--- src/rtl/led_ramp_defs.svh ---
// Register map, reset values, field positions and timing constants
// Overview of operation
// RULE1 - Full-scale current from bits 7..3, 4.8 to 29.6 mA, 0.8 mA steps.
// RULE2 - Flash current is (1 + (code+2)/10) x 29.6 mA, default 59.2 mA.
// RULE3 - Flash ends after 0 to 1.5 s, 100 ms steps, default 500 ms.
// RULE4 - Flash timeout counts on the shifted switching timebase.
// RULE5 - Leaving standby ramps current up over the upper ramp nibble time.
// RULE6 - Commanded standby ramps current down over the lower nibble time.
// RULE7 - Both ramp selectors have sixteen settings from 512 us, default 8 ms.
// RULE8 - Every ramp duration scales with the switching frequency shift.
// RULE9 - Transition settings apply only after the turn-on ramp completes.
// RULE10 - Brightness transition codes 1..15: fixed total time, 128-4096 ms.
// RULE11 - Brightness transition code 0 steps one level per microsecond.
// RULE12 - Duty changes use bits 6..4 as full-swing time, a fixed slope.
// RULE13 - Backlight to flash switching ramps at one step per microsecond.
// RULE14 - Current register bits 2..0 gate each sink, all enabled after reset.
// RULE15 - Bit 5 picks 500 kHz or 1 MHz, default 1 MHz; bits 7..6 shift it.
// RULE16 - Bits 5..3 of boost control two set the enabled switch drivers.
// RULE17 - Auto frequency enable is bit 7, off at reset; off means nominal.
// RULE18 - Auto: >= high 1 MHz, between 500 kHz, < low 250 kHz at half duty.
// RULE19 - Software sets the inductor bit for 10 uH, clears it otherwise.
// RULE20 - Bits 4..2 of boost control one select the overvoltage threshold.
// RULE21 - Overvoltage flag latches till enable toggle, soft reset, fault read.
// RULE22 - Mode 1..0: 00 standby, 01 backlight, 1X flash, enable pin high.
// RULE23 - The 11-bit level joins eight upper and three lower brightness bits.
// RULE24 - Enable pin low cuts current at once with no ramp.
// RULE25 - Full-scale codes map linearly from lowest, saturating at maximum.
// RULE26 - Auto mode brightness equal to the low threshold runs at 500 kHz.
`ifndef LED_RAMP_DEFS_SVH
`define LED_RAMP_DEFS_SVH
`define ADDR_ID          8'h00
`define ADDR_SOFT_RESET  8'h01
`define ADDR_MODE        8'h02
`define ADDR_LED_CUR     8'h03
`define ADDR_BOOST1      8'h04
`define ADDR_BOOST2      8'h05
`define ADDR_BRIGHT_LSB  8'h06
`define ADDR_BRIGHT_MSB  8'h07
`define ADDR_ON_OFF      8'h09
`define ADDR_TRANS       8'h0a
`define ADDR_FLASH       8'h0b
`define ADDR_AF_HIGH     8'h0c
`define ADDR_AF_LOW      8'h0d
`define ADDR_FAULT       8'h0e
// Identity value is arbitrary
`define ID_VALUE         8'h5a
`define RST_MODE         8'h00
`define RST_LED_CUR      8'h9f
`define RST_BOOST1       8'h2e
`define RST_BOOST2       8'h00
`define RST_BRIGHT_LSB   8'h07
`define RST_BRIGHT_MSB   8'hff
`define RST_ON_OFF       8'h44
`define RST_TRANS        8'h00
`define RST_FLASH        8'h58
`define RST_AF           8'h00
`define MODE_MASK        8'h17
`define LSB_MASK         8'h07
`define PWM_EN_BIT       4
`define FAULT_OVP_BIT    1
`define FS_MIN_X10       9'h030
`define FS_STEP_X10      9'h008
`define FS_MAX_X10       9'h128
`define FL_BASE_X100     13'hb90
`define FL_STEP_X100     13'h128
`define FL_OFFSET        13'h002
`define LEVEL_MAX        11'h7ff
`define CLK_PERIOD_NS    8
`define US_NS            1000
`define US_TICK_CYC      (`US_NS / `CLK_PERIOD_NS)
`define SHIFT_CYC        8'h0c
`define FLASH_STEP_MS    100
`define US_PER_MS        32'h000003e8
`define RAMP_FIRST_US    24'h000200
`define RAMP_BASE_US     24'h0001f4
`define TRANS_BASE_MS    13'h0080
`define PWM_BASE_MS      13'h0010
`endif

--- src/rtl/led_ramp_pkg.sv ---
// Types shared by the LED ramp and boost control block
package led_ramp_pkg;
  typedef enum logic [1:0] {freq_250k, freq_500k, freq_1m} boost_freq_type;
  typedef enum logic [1:0] {st_off, st_ramp_on, st_on, st_ramp_off}
    ramp_state_type;
  typedef struct packed {
    logic       write;
    logic       read;
    logic [7:0] addr;
    logic [7:0] wdata;
  } reg_req_type;
  typedef struct packed {
    boost_freq_type freq;
    logic           half_duty;
    logic [1:0]     shift;
    logic [2:0]     drivers;
    logic           large_ind;
    logic [2:0]     ovp_sel;
    logic           enable;
  } boost_ctrl_type;
endpackage : led_ramp_pkg

--- src/rtl/led_current_ramp_and_boost_control.sv ---
// LED current ramp, flash timeout and boost control logic
`timescale 1ns/1ps
`include "led_ramp_defs.svh"
module led_current_ramp_and_boost_control #(
  parameter logic [7:0]  TICK_CYC      = 8'(`US_TICK_CYC),
  parameter int unsigned FLASH_STEP_US = `FLASH_STEP_MS * `US_PER_MS
) (
  // Clock and reset
  input  wire logic                        clk_i,
  input  wire logic                        rst_n_i,
  // Pins and analog status
  input  wire logic                        hardware_enable_pin_i,
  input  wire logic                        overvoltage_protection_trip_i,
  input  wire logic [10:0]                 pwm_duty_i,
  // Register port
  input  wire led_ramp_pkg::reg_req_type   reg_req_i,
  output logic [7:0]                       reg_rdata_o,
  // Current sinks
  output logic [2:0]                       sink_enable_o,
  output logic [10:0]                      sink_level_o,
  output logic                             flash_select_o,
  output logic [8:0]                       full_scale_current_o,
  output logic [12:0]                      flash_current_o,
  // Boost stage
  output led_ramp_pkg::boost_ctrl_type     boost_ctrl_o
);
  import led_ramp_pkg::*;

  logic [7:0]     mode_reg;
  logic [7:0]     cur_reg;
  logic [7:0]     b1_reg;
  logic [7:0]     b2_reg;
  logic [7:0]     lsb_reg;
  logic [7:0]     msb_reg;
  logic [7:0]     onoff_reg;
  logic [7:0]     trans_reg;
  logic [7:0]     flash_reg;
  logic [7:0]     afh_reg;
  logic [7:0]     afl_reg;
  logic           ovp_flag_reg;
  logic           soft_reset;
  logic           reg_clear;
  logic           fault_read;
  logic [7:0]     rd_value;
  logic [7:0]     tick_cnt_reg;
  logic [7:0]     tick_period;
  logic           us_tick;
  logic           is_flash;
  logic           pwm_en;
  logic           mode_active;
  logic [10:0]    bright_code;
  logic [10:0]    target;
  logic [10:0]    target_prev_reg;
  logic           flash_prev_reg;
  logic [10:0]    level_reg;
  logic [10:0]    diff;
  logic [31:0]    acc_reg;
  logic [10:0]    span_reg;
  logic [31:0]    total_reg;
  logic [10:0]    span_next;
  logic [31:0]    total_next;
  logic [31:0]    on_total;
  logic [31:0]    off_total;
  logic           load;
  logic           step;
  ramp_state_type state_reg;
  ramp_state_type state_next;
  logic [31:0]    flash_cnt_reg;
  logic [31:0]    flash_limit;
  logic           flash_expired_reg;
  boost_freq_type freq_sel;

  // Shortest selector gives 512 us, the rest double from 1 ms
  function automatic logic [23:0] onoff_us(input logic [3:0] c);
    return (c == 4'h0) ? `RAMP_FIRST_US : (`RAMP_BASE_US << c);
  endfunction : onoff_us

  // Multiples of the shortest brightness transition time
  function automatic logic [5:0] trans_mult(input logic [3:0] c);
    case (c)
      4'h1:    return 6'h01;
      4'h2:    return 6'h02;
      4'h3:    return 6'h03;
      4'h4:    return 6'h04;
      4'h5:    return 6'h06;
      4'h6:    return 6'h08;
      4'h7:    return 6'h0a;
      4'h8:    return 6'h0c;
      4'h9:    return 6'h0e;
      4'ha:    return 6'h10;
      4'hb:    return 6'h14;
      4'hc:    return 6'h18;
      4'hd:    return 6'h1c;
      4'he:    return 6'h1e;
      default: return 6'h20;
    endcase
  endfunction : trans_mult

  function automatic logic [31:0] ms_cycles(input logic [12:0] ms,
                                            input logic [7:0]  per);
    return 32'(ms) * `US_PER_MS * 32'(per);
  endfunction : ms_cycles

  // Register file; enable pin low or soft reset restores defaults
  assign soft_reset = reg_req_i.write &&
                      reg_req_i.addr == `ADDR_SOFT_RESET &&
                      reg_req_i.wdata[0];
  assign reg_clear  = !hardware_enable_pin_i || soft_reset;
  assign fault_read = reg_req_i.read && reg_req_i.addr == `ADDR_FAULT;

  always_ff @(posedge clk_i or negedge rst_n_i) begin
    if (!rst_n_i) begin
      mode_reg  <= `RST_MODE;
      cur_reg   <= `RST_LED_CUR;
      b1_reg    <= `RST_BOOST1;
      b2_reg    <= `RST_BOOST2;
      lsb_reg   <= `RST_BRIGHT_LSB;
      msb_reg   <= `RST_BRIGHT_MSB;
      onoff_reg <= `RST_ON_OFF;
      trans_reg <= `RST_TRANS;
      flash_reg <= `RST_FLASH;
      afh_reg   <= `RST_AF;
      afl_reg   <= `RST_AF;
    end else if (reg_clear) begin
      mode_reg  <= `RST_MODE;
      cur_reg   <= `RST_LED_CUR;
      b1_reg    <= `RST_BOOST1;
      b2_reg    <= `RST_BOOST2;
      lsb_reg   <= `RST_BRIGHT_LSB;
      msb_reg   <= `RST_BRIGHT_MSB;
      onoff_reg <= `RST_ON_OFF;
      trans_reg <= `RST_TRANS;
      flash_reg <= `RST_FLASH;
      afh_reg   <= `RST_AF;
      afl_reg   <= `RST_AF;
    end else if (reg_req_i.write) begin
      if (reg_req_i.addr == `ADDR_MODE) begin
        mode_reg <= reg_req_i.wdata & `MODE_MASK;
      end else if (reg_req_i.addr == `ADDR_LED_CUR) begin
        cur_reg <= reg_req_i.wdata;
      end else if (reg_req_i.addr == `ADDR_BOOST1) begin
        b1_reg <= reg_req_i.wdata;
      end else if (reg_req_i.addr == `ADDR_BOOST2) begin
        b2_reg <= reg_req_i.wdata;
      end else if (reg_req_i.addr == `ADDR_BRIGHT_LSB) begin
        lsb_reg <= reg_req_i.wdata & `LSB_MASK;
      end else if (reg_req_i.addr == `ADDR_BRIGHT_MSB) begin
        msb_reg <= reg_req_i.wdata;
      end else if (reg_req_i.addr == `ADDR_ON_OFF) begin
        onoff_reg <= reg_req_i.wdata;
      end else if (reg_req_i.addr == `ADDR_TRANS) begin
        trans_reg <= reg_req_i.wdata;
      end else if (reg_req_i.addr == `ADDR_FLASH) begin
        flash_reg <= reg_req_i.wdata;
      end else if (reg_req_i.addr == `ADDR_AF_HIGH) begin
        afh_reg <= reg_req_i.wdata;
      end else if (reg_req_i.addr == `ADDR_AF_LOW) begin
        afl_reg <= reg_req_i.wdata;
      end
    end
  end

  always_comb begin
    if (reg_req_i.addr == `ADDR_ID) begin
      rd_value = `ID_VALUE;
    end else if (reg_req_i.addr == `ADDR_MODE) begin
      rd_value = mode_reg;
    end else if (reg_req_i.addr == `ADDR_LED_CUR) begin
      rd_value = cur_reg;
    end else if (reg_req_i.addr == `ADDR_BOOST1) begin
      rd_value = b1_reg;
    end else if (reg_req_i.addr == `ADDR_BOOST2) begin
      rd_value = b2_reg;
    end else if (reg_req_i.addr == `ADDR_BRIGHT_LSB) begin
      rd_value = lsb_reg;
    end else if (reg_req_i.addr == `ADDR_BRIGHT_MSB) begin
      rd_value = msb_reg;
    end else if (reg_req_i.addr == `ADDR_ON_OFF) begin
      rd_value = onoff_reg;
    end else if (reg_req_i.addr == `ADDR_TRANS) begin
      rd_value = trans_reg;
    end else if (reg_req_i.addr == `ADDR_FLASH) begin
      rd_value = flash_reg;
    end else if (reg_req_i.addr == `ADDR_AF_HIGH) begin
      rd_value = afh_reg;
    end else if (reg_req_i.addr == `ADDR_AF_LOW) begin
      rd_value = afl_reg;
    end else if (reg_req_i.addr == `ADDR_FAULT) begin
      rd_value = 8'(ovp_flag_reg) << `FAULT_OVP_BIT;
    end else begin
      rd_value = 8'h00;
    end
  end

  always_ff @(posedge clk_i or negedge rst_n_i) begin
    if (!rst_n_i) begin
      reg_rdata_o <= 8'h00;
    end else if (reg_req_i.read) begin
      reg_rdata_o <= rd_value;
    end
  end

  // A trip in the clearing cycle keeps the flag set
  always_ff @(posedge clk_i or negedge rst_n_i) begin
    if (!rst_n_i) begin
      ovp_flag_reg <= 1'b0;
    end else if (overvoltage_protection_trip_i) begin
      ovp_flag_reg <= 1'b1;                                     // RULE21
    end else if (reg_clear || fault_read) begin
      ovp_flag_reg <= 1'b0;                                     // RULE21
    end
  end

  // Microsecond timebase follows the frequency shift, so do all ramps
  always_comb begin
    case (b1_reg[7:6])
      2'b01:   tick_period = TICK_CYC - `SHIFT_CYC;             // RULE8
      2'b10:   tick_period = TICK_CYC + `SHIFT_CYC;             // RULE8
      default: tick_period = TICK_CYC;
    endcase
  end
  assign us_tick = tick_cnt_reg >= tick_period - 8'h01;

  always_ff @(posedge clk_i or negedge rst_n_i) begin
    if (!rst_n_i) begin
      tick_cnt_reg <= 8'h00;
    end else if (us_tick) begin
      tick_cnt_reg <= 8'h00;
    end else begin
      tick_cnt_reg <= tick_cnt_reg + 8'h01;
    end
  end

  // Target level
  assign is_flash    = mode_reg[1];                             // RULE22
  assign pwm_en      = mode_reg[`PWM_EN_BIT];
  assign bright_code = {msb_reg, lsb_reg[2:0]};                 // RULE23
  assign mode_active = hardware_enable_pin_i && !ovp_flag_reg &&
                       mode_reg[1:0] != 2'b00 &&
                       !flash_expired_reg;                      // RULE22
  assign target = !mode_active ? 11'h000 :
                  is_flash     ? `LEVEL_MAX :
                  pwm_en       ? pwm_duty_i : bright_code;
  assign diff = (target > level_reg) ? target - level_reg
                                     : level_reg - target;
  assign on_total  = 32'(onoff_us(onoff_reg[7:4])) *
                     32'(tick_period);                          // RULE5 RULE7
  assign off_total = 32'(onoff_us(onoff_reg[3:0])) *
                     32'(tick_period);                          // RULE6 RULE7

  // Ramp sequencing; a load restarts the step engine
  always_comb begin
    state_next = state_reg;
    load       = 1'b0;
    span_next  = diff;
    total_next = on_total;
    case (state_reg)
      st_off: begin
        if (mode_active) begin
          state_next = st_ramp_on;                              // RULE5
          load       = 1'b1;
        end
      end
      st_ramp_on: begin
        if (!mode_active) begin
          state_next = st_ramp_off;
          load       = 1'b1;
          total_next = off_total;
        end else if (level_reg == target) begin
          state_next = st_on;                                   // RULE9
        end else if (target != target_prev_reg) begin
          load = 1'b1;
        end
      end
      st_on: begin
        if (!mode_active) begin
          state_next = st_ramp_off;                             // RULE6
          load       = 1'b1;
          total_next = off_total;
        end else if (target != target_prev_reg) begin
          load = 1'b1;
          if (is_flash != flash_prev_reg) begin
            span_next  = 11'h001;                               // RULE13
            total_next = 32'(tick_period);
          end else if (pwm_en) begin
            span_next  = `LEVEL_MAX;                            // RULE12
            total_next = ms_cycles(`PWM_BASE_MS << trans_reg[6:4],
                                   tick_period);
          end else if (trans_reg[3:0] == 4'h0) begin
            span_next  = 11'h001;                               // RULE11
            total_next = 32'(tick_period);
          end else begin
            total_next = ms_cycles(13'(trans_mult(trans_reg[3:0])) *
                                   `TRANS_BASE_MS, tick_period); // RULE10
          end
        end
      end
      default: begin
        if (mode_active) begin
          state_next = st_ramp_on;
          load       = 1'b1;
        end else if (level_reg == 11'h000) begin
          state_next = st_off;
        end
      end
    endcase
  end

  always_ff @(posedge clk_i or negedge rst_n_i) begin
    if (!rst_n_i) begin
      state_reg       <= st_off;
      target_prev_reg <= 11'h000;
      flash_prev_reg  <= 1'b0;
    end else begin
      state_reg       <= hardware_enable_pin_i ? state_next : st_off;
      target_prev_reg <= target;
      flash_prev_reg  <= is_flash;
    end
  end

  // Fractional stepping: span steps spread evenly over total cycles.
  // A fixed span of one gives one step per total instead.
  assign step = !load && level_reg != target &&
                acc_reg + 32'(span_reg) >= total_reg;

  always_ff @(posedge clk_i or negedge rst_n_i) begin
    if (!rst_n_i) begin
      level_reg <= 11'h000;
      acc_reg   <= 32'h0;
      span_reg  <= 11'h000;
      total_reg <= 32'h1;
    end else if (!hardware_enable_pin_i) begin
      level_reg <= 11'h000;                                     // RULE24
      acc_reg   <= 32'h0;
    end else if (load) begin
      acc_reg   <= 32'h0;
      span_reg  <= span_next;
      total_reg <= total_next;
    end else if (step) begin
      level_reg <= (target > level_reg) ? level_reg + 11'h001
                                        : level_reg - 11'h001;
      acc_reg   <= acc_reg + 32'(span_reg) - total_reg;
    end else if (level_reg != target) begin
      acc_reg   <= acc_reg + 32'(span_reg);
    end
  end

  // Flash timeout runs on the shifted microsecond tick
  assign flash_limit = 32'(flash_reg[7:4]) * FLASH_STEP_US;     // RULE3

  always_ff @(posedge clk_i or negedge rst_n_i) begin
    if (!rst_n_i) begin
      flash_cnt_reg     <= 32'h0;
      flash_expired_reg <= 1'b0;
    end else if (!is_flash) begin
      flash_cnt_reg     <= 32'h0;
      flash_expired_reg <= 1'b0;
    end else if (!flash_expired_reg && state_reg != st_off) begin
      if (flash_cnt_reg >= flash_limit) begin
        flash_expired_reg <= 1'b1;                              // RULE3
      end else if (us_tick) begin
        flash_cnt_reg <= flash_cnt_reg + 32'h1;                 // RULE4
      end
    end
  end

  // Frequency choice; equal to the low threshold stays at 500 kHz
  always_comb begin
    if (!b2_reg[7]) begin
      freq_sel = b1_reg[5] ? freq_1m : freq_500k;               // RULE15 RULE17
    end else if (msb_reg >= afh_reg) begin
      freq_sel = freq_1m;                                       // RULE18
    end else if (msb_reg < afl_reg) begin
      freq_sel = freq_250k;                                     // RULE18
    end else begin
      freq_sel = freq_500k;                                     // RULE26
    end
  end

  // Registered outputs
  always_ff @(posedge clk_i or negedge rst_n_i) begin
    if (!rst_n_i) begin
      sink_enable_o        <= 3'h0;
      flash_select_o       <= 1'b0;
      full_scale_current_o <= 9'h000;
      flash_current_o      <= 13'h0000;
      boost_ctrl_o         <= '0;
    end else begin
      sink_enable_o  <= (hardware_enable_pin_i && state_reg != st_off)
                        ? cur_reg[2:0] : 3'h0;                  // RULE14
      flash_select_o <= is_flash && mode_active;
      full_scale_current_o <=
        (`FS_MIN_X10 + `FS_STEP_X10 * 9'(cur_reg[7:3]) > `FS_MAX_X10)
        ? `FS_MAX_X10
        : `FS_MIN_X10 + `FS_STEP_X10 * 9'(cur_reg[7:3]);        // RULE1 RULE25
      flash_current_o <= `FL_BASE_X100 + `FL_STEP_X100 *
                         (13'(flash_reg[3:0]) + `FL_OFFSET);    // RULE2
      boost_ctrl_o.freq      <= freq_sel;
      boost_ctrl_o.half_duty <= freq_sel == freq_250k;          // RULE18
      boost_ctrl_o.shift     <= b1_reg[7:6];                    // RULE15
      boost_ctrl_o.drivers   <= b2_reg[5:3];                    // RULE16
      boost_ctrl_o.large_ind <= b2_reg[6];
      boost_ctrl_o.ovp_sel   <= b1_reg[4:2];                    // RULE20
      boost_ctrl_o.enable    <= hardware_enable_pin_i && !ovp_flag_reg &&
                                level_reg != 11'h000;
    end
  end
  assign sink_level_o = level_reg;
endmodule : led_current_ramp_and_boost_control

--- config.mk ---
export PLATFORM = sky130hd
export DESIGN_NAME = led_current_ramp_and_boost_control
export DESIGN_NICKNAME = d
export VERILOG_FILES = /design/src/rtl/led_ramp_pkg.sv /design/src/rtl/led_current_ramp_and_boost_control.sv
export VERILOG_INCLUDE_DIRS = /design/src /design/src/rtl
export SDC_FILE = /design/constraint.sdc
export NUM_CORES = 2
export LEC_CHECK = 0
export BUFFER_PORTS_ARGS = -buffer_cell sky130_fd_sc_hd__clkbuf_2
export CORE_ASPECT_RATIO = 1.1
export CORE_UTILIZATION = 60
export CTS_CLUSTER_SIZE = 40
export DETAILED_ROUTE_END_ITERATION = 7
export GPL_TIMING_DRIVEN = 0
export PLACE_DENSITY = 0.78
export RECOVER_POWER = 100
export SLEW_MARGIN = 20
export SYNTH_ARGS = -nofsm -noshare
export SYNTH_HDL_FRONTEND = slang
export SYNTH_SLANG_ARGS = --single-unit
--- constraint.sdc ---
create_clock -name clk_i -period 27.5 [get_ports clk_i]
set_input_delay 5.5 -clock clk_i [delete_from_list [all_inputs] [get_ports clk_i]]
set_output_delay 5.5 -clock clk_i [all_outputs]
set_load 0.02 [all_outputs]
# --- Word level (Yosys, flattened, before mapping) ---
# Memory sizes are Yosys's and may differ from the RTL's.
# Cells that the tools add are included.
word_totals:
  mem_count: 1
  output_inout_bits: 58
  wordCells: 329
  rom_bits: 96
  reg_bits: 277
  input_bits: 33
op_classes:
  muxes: 165
  n_shift: 3
  n_lt_le_gt_ge: 7
  n_reduce_logical: 57
  multipliers: 8
  n_addsub: 12
  n_eq_ne: 42
mem_list:
  columns: ["memory", "depth", "word_bits", "read_ports", "rd_clocked_by_memory_dff", "wr", "line_no", "source"]
  rows:
  - ["(no name shown)", 16, 6, 1, 0, 0, "led_current_ramp_and_boost_control.sv:80", "case (c)"]
ops:
  columns: ["cell", "count"]
  rows:
  - ["$mux W8", 101]
  - ["$mux W32", 11]
  - ["$mux W11", 14]
  - ["$mux W31", 3]
  - ["$mul A24 B8 Y32", 2]
  - ["$pmux W32 S2", 1]
  - ["$eq A8 B4 Y1 const B", 6]
  - ["$mux W24", 2]
  - ["$shl A9 B4 Y24 const A", 2]
  - ["$mux W6", 6]
  - ["$add A32 B1 Y32 const B", 1]
  - ["$add A32 B11 Y32", 1]
  - ["$eq A8 B3 Y1 const B", 4]
  - ["$ge A32 B21 Y1", 1]
  - ["$ge A32 B32 Y1", 1]
  - ["$sub A32 B32 Y32", 1]
  - ["$reduce_bool A2 Y1", 15]
  - ["$mul A20 B8 Y28", 1]
  - ["$ne A2 B2 Y1 const B", 12]
  - ["$mux W2", 11]
  - ["$ne A11 B11 Y1", 2]
  - ["$sub A11 B11 Y11", 2]
  - ["$mul A13 B8 Y21", 1]
  - ["$mul A13 B7 Y20 const B", 1]
  - ["other kinds (51)", 92]

# --- Longest topological paths before layout ---
logic_depth:
  depth_word: 17
  ltp_mapped: 40
  mapped_depth_nobuf: 40

# --- Worst setup path after synthesis ---
# Ideal clock, no wire load.
synth_timing:
  path_kind: "input to register"
  startpoint: "input port hardware_enable_pin_i"
  endpoint: "register level_reg[10], in the netlist sink_level_o[10]"
  setup_slack_ns: 17.226
  arrival_ns: 10.141
  cell_stages: 29
  setup_time_ns: 0.133
  required_time_ns: 27.367
  cell_sequence: "buf_4 nor3b_4 and2_1 buf_6 buf_4 clkbuf_1 o21ai_0 inv_1 ha_1 o21ai_0 a21oi_1 o41ai_1 o21ai_0 a211o_1 nand2_2 inv_1 buf_2 fa_1 inv_1 a21oi_1 o21bai_1 a21oi_1 o21bai_1 a31oi_1 o21ai_0 xnor2_1 nand2_1 xnor2_1 nor2_1"
synth_via:
  elab_chain_cells: 14
  elab_cells_between_ends: 24
  cone_classes: "order compare (1); eq/ne (5); mux (11); reduce/logical (7)"
synth_lines:
  columns: ["item", "line_no", "source"]
  rows:
  - ["from (decl)", "led_current_ramp_and_boost_control.sv:12", "input wire logic hardware_enable_pin_i,"]
  - ["$logic_and A1 B1 Y1 (*) (2 in series)", "led_current_ramp_and_boost_control.sv:238", "assign mode_active = hardware_enable_pin_i && !ovp_flag_reg &&"]
  - ["$logic_and A1 B1 Y1 (*)", "led_current_ramp_and_boost_control.sv:239", "mode_reg[1:0] != 2'b00 &&"]
  - ["$mux W11 (*)", "led_current_ramp_and_boost_control.sv:241", "assign target = !mode_active ? 11'h000 :"]
  - ["net target[2]", "led_current_ramp_and_boost_control.sv:52", "logic [10:0] target;"]
  - ["$ne A11 B11 Y1", "led_current_ramp_and_boost_control.sv:271, led_current_ramp_and_boost_control.sv:280", null]
  - ["$mux W1", "led_current_ramp_and_boost_control.sv:271, led_current_ramp_and_boost_control.sv:280", null]
  - ["$mux W1", "led_current_ramp_and_boost_control.sv:269", "end else if (level_reg == target) begin"]
  - ["$mux W1", "led_current_ramp_and_boost_control.sv:265", "if (!mode_active) begin"]
  - ["$pmux W1 S2", "led_current_ramp_and_boost_control.sv:257", "case (state_reg)"]
  - ["$logic_not A1 Y1", "led_current_ramp_and_boost_control.sv:323", "assign step = !load && level_reg != target &&"]
  - ["$logic_and A1 B1 Y1 (2 in series)", "led_current_ramp_and_boost_control.sv:323", null]
  - ["$ne A2 B1 Y1 (no line)", null, null]
  - ["$reduce_and A2 Y1 (no line)", null, null]
  - ["to (signal assigned)", "led_current_ramp_and_boost_control.sv:340", "level_reg <= (target > level_reg) ? level_reg + 11'h001"]
  - ["to (decl)", "led_current_ramp_and_boost_control.sv:55", "logic [10:0] level_reg;"]
# Mark *: on every way through the listed nets, which the timed path passes. The rest lies on a longest branch. The select of a mux whose other input is x is not followed.
# A chain may end at the register's enable or synchronous reset.

==> metrics.yaml <==
sta:
  fin_tns_setup_ns: 0
  setup_viol: 0
  finClkSkew_ns: 0.0364
  maxSlewViolCount: 268
  rsz0062_at_grt: "false"
  hold_violations: 0
  max-slew-margin-rel_pct: -192
  tightest_slew_ns: 4.38
  fin_crit_ns: 15.95
  max_freq_mhz: 62.7
  fin_crit_sh_pct: 58.0
worst_setup_path:
  crit_type: "input port to async pin"
  arrival_ns: 15.84
  r2r-start: "trans_reg[5]"
  critPathLaunchType: "input port"
  reg2reg_setup_slack_ns: 16.97
  r2r_end: "total_reg[30]"
  reg2reg_depth: 34
  path_cells: "clkbuf_1, clkbuf_1, clkbuf_1, clkbuf_1"
  end_kind: "async pin"
  cp_common_cell: "clkbuf_1"
  crit_path_max_fanout: 83
  max_stage_delay_ns: 3.15
  crit_slowest_cell: "clkbuf_1"
  crit_required_ns: 27.39
yosys:
  synth-edff-count: 0
  ys.flop_type: "dfrtp_1"
  seq_area_frac_synth_pct: 18.4
  syn-instance-count: 4129
  synthArstFlopShare_pct: 100
  ys_ff_latch: 261
  syn_avg_cell_area_um2: 8.65
  synth_warnings: 0
  syn-cell-area_um2: 35700
  synth_cell_type_count: 98
route:
  drc: 0
  dr_wl_met3_mm: 8.57
  post_drt_wl_per_cell_um: 20.7
  dr.max_layer_used: "met4"
  drtPass1Iterations: 8
  drtIter0Drc: 2312
  wirelength_mm: 104
  wl_met2_mm: 47.8
  met1_length_mm: 41.7
  final_antenna_net_count: 0
  vias: 30500
  viasPerCell: 6.04
layout:
  fillers: 5102
  drive_gt1_share_pct: 4.18
  nNetsFinal: 5094
  n_antenna_cell: 0
  area_growth_pct: 6.46
  final_cell_mix: "577 x inv_1, 451 x ha_1, 413 x nand2_1"
  layout_commonest_cell: "inv_1"
die:
  rows: 93
  fp.dieH_um: 258
  core_area_um2: 58600
  fp.dieW_um: 235
  die_area_um2: 60500
  io-pin-count: 91
  start_util_pct: 60.9
clock_tree:
  cts_buffers: 29
  clk_pin_slew_ns: 0.06
  cts_max_path_buffers: 3
  postCtsSetupBuffers: 0
  clock_sinks: 261
  clk_latency_ns: 0.59
  cts_tree: "done"
  htreeDepth: 1
  ctsResizeCount: 0
  postCtsHoldBufs: 0
  cts-root-buf: "clkbuf_16"
outcome:
  status: "complete, but fails checks"
  violations: "capacitance limit, slew limit"
global_routing:
  grt_pass1_wl_mm: 166
  grt_max_degree: 84
  antenna_found_initial: 0
  grt_pass1_vias: 30500
  gr-total-overflow: 0
  grt_use_total_pct: 34.8
placed_design:
  post-dp-hpwl_mm: 84.5
  gp_routability_congestion: 1.04
  portBuffers: 79
worst_hold_path:
  holdPathEnd: "flash_prev_reg"
  min_path_type: "register to register"
  hold_depth: 0
  min-delay-start: "mode_reg[1]"
flow_run:
  maxCapViolCount: 4
synthesized netlist by cell type, types with 30 or more instances:
| library cell | instances | share of area (%) |
|---|---|---|
| o21bai_1 | 36 | 0.76 |
| nand3_1 | 87 | 1.2 |
| nand2b_1 | 49 | 0.86 |
| nor2b_1 | 56 | 0.98 |
| a31oi_1 | 30 | 0.53 |
| nor2_1 | 281 | 3.0 |
| a21oi_1 | 253 | 3.5 |
| nand2_1 | 412 | 4.3 |
| xnor2_1 | 142 | 3.5 |
| a21o_1 | 90 | 1.9 |
| ha_1 | 451 | 16 |
| xor2_1 | 76 | 1.9 |
| mux2i_1 | 48 | 1.3 |
| and3_1 | 37 | 0.65 |
| clkbuf_1 | 102 | 1.1 |
| fa_1 | 345 | 19 |
| and2_1 | 75 | 1.3 |
| o21ai_0 | 203 | 2.8 |
| dfrtp_1 | 234 | 16 |
| inv_1 | 577 | 6.1 |
| nor3_1 | 63 | 0.88 |
stage by stage:
| stage | cells | util [%] | setup slack (ns) | hold slack [ns] | instance area, µm² |
|---|---|---|---|---|---|
| after floorplan | 4152 | - | 17.23 | 0.349 | 35800 |
| after global placement | 4991 | 63.4 | 15.46 | 0.358 | 37200 |
| after detailed placement | 4994 | 63.5 | 15.88 | 0.365 | 37300 |
| after CTS | 5046 | 65.2 | 16.44 | 0.382 | 38200 |
| after global routing | 5046 | 64.8 | 9.16 | 0.407 | 38000 |
| final | 5046 | 64.8 | 11.56 | 0.385 | 38000 |
final cells by class:
type / instances / area, µm² / share of cell area, %
sequential: 261 / 6570 / 17.3
inverter: 582 / 2180 / 5.74
clock inverter: 18 / 219 / 0.576
tap: 760 / 951 / 2.50
clock buffer: 34 / 774 / 2.04
buffer: 153 / 668 / 1.76
timing repair buffer: 82 / 340 / 0.895
multi-input combinational: 3156 / 26300 / 69.2
kinds of logic (layout without fill, tap and decap cells):
logic type,Yosys count,after routing,synth area share (%)
xor gates and xnor gates,219,219,5.39
and+or+nand+nor,1161,1161,15.2
adders and majority gates,796,796,35.1
DFF,261,261,18.4
buffers and inverters,735,869,8.09
AOI/OAI and AO/OA,881,881,15.5
muxes,74,74,2.25
other,2,25,0.0210
worst max-delay path, delay by kind of cell:
kind | cells | cell delay [ns]
buffers and inverters | 4 | 10.16
worst max-delay path by stage:
stage                                      from                  to  slack [ns]  cells after the start
after global placement                  rst_n_i  flash_current_o[8]       15.46                      1
final                                   rst_n_i      reg_rdata_o[1]       11.56                      4
after detailed placement  hardware_enable_pin_i    sink_level_o[10]       15.88                     29
after floorplan           hardware_enable_pin_i    sink_level_o[10]       17.23                     29
after CTS                 hardware_enable_pin_i    sink_level_o[10]       16.44                     29
after global routing                    rst_n_i     boost_ctrl_o[2]        9.16                      4
routing by layer:
metal / up-vias / GRT usage [%]
li1: 14100 / -
met1: 14800 / 44.7
met3: 314 / 6.01
met2: 1321 / 56.7
met5: - / 0
met4: 0 / 18.3
Power is not shown: default switching activity piles up to over one toggle a cycle in this logic, so the estimate is an artifact.
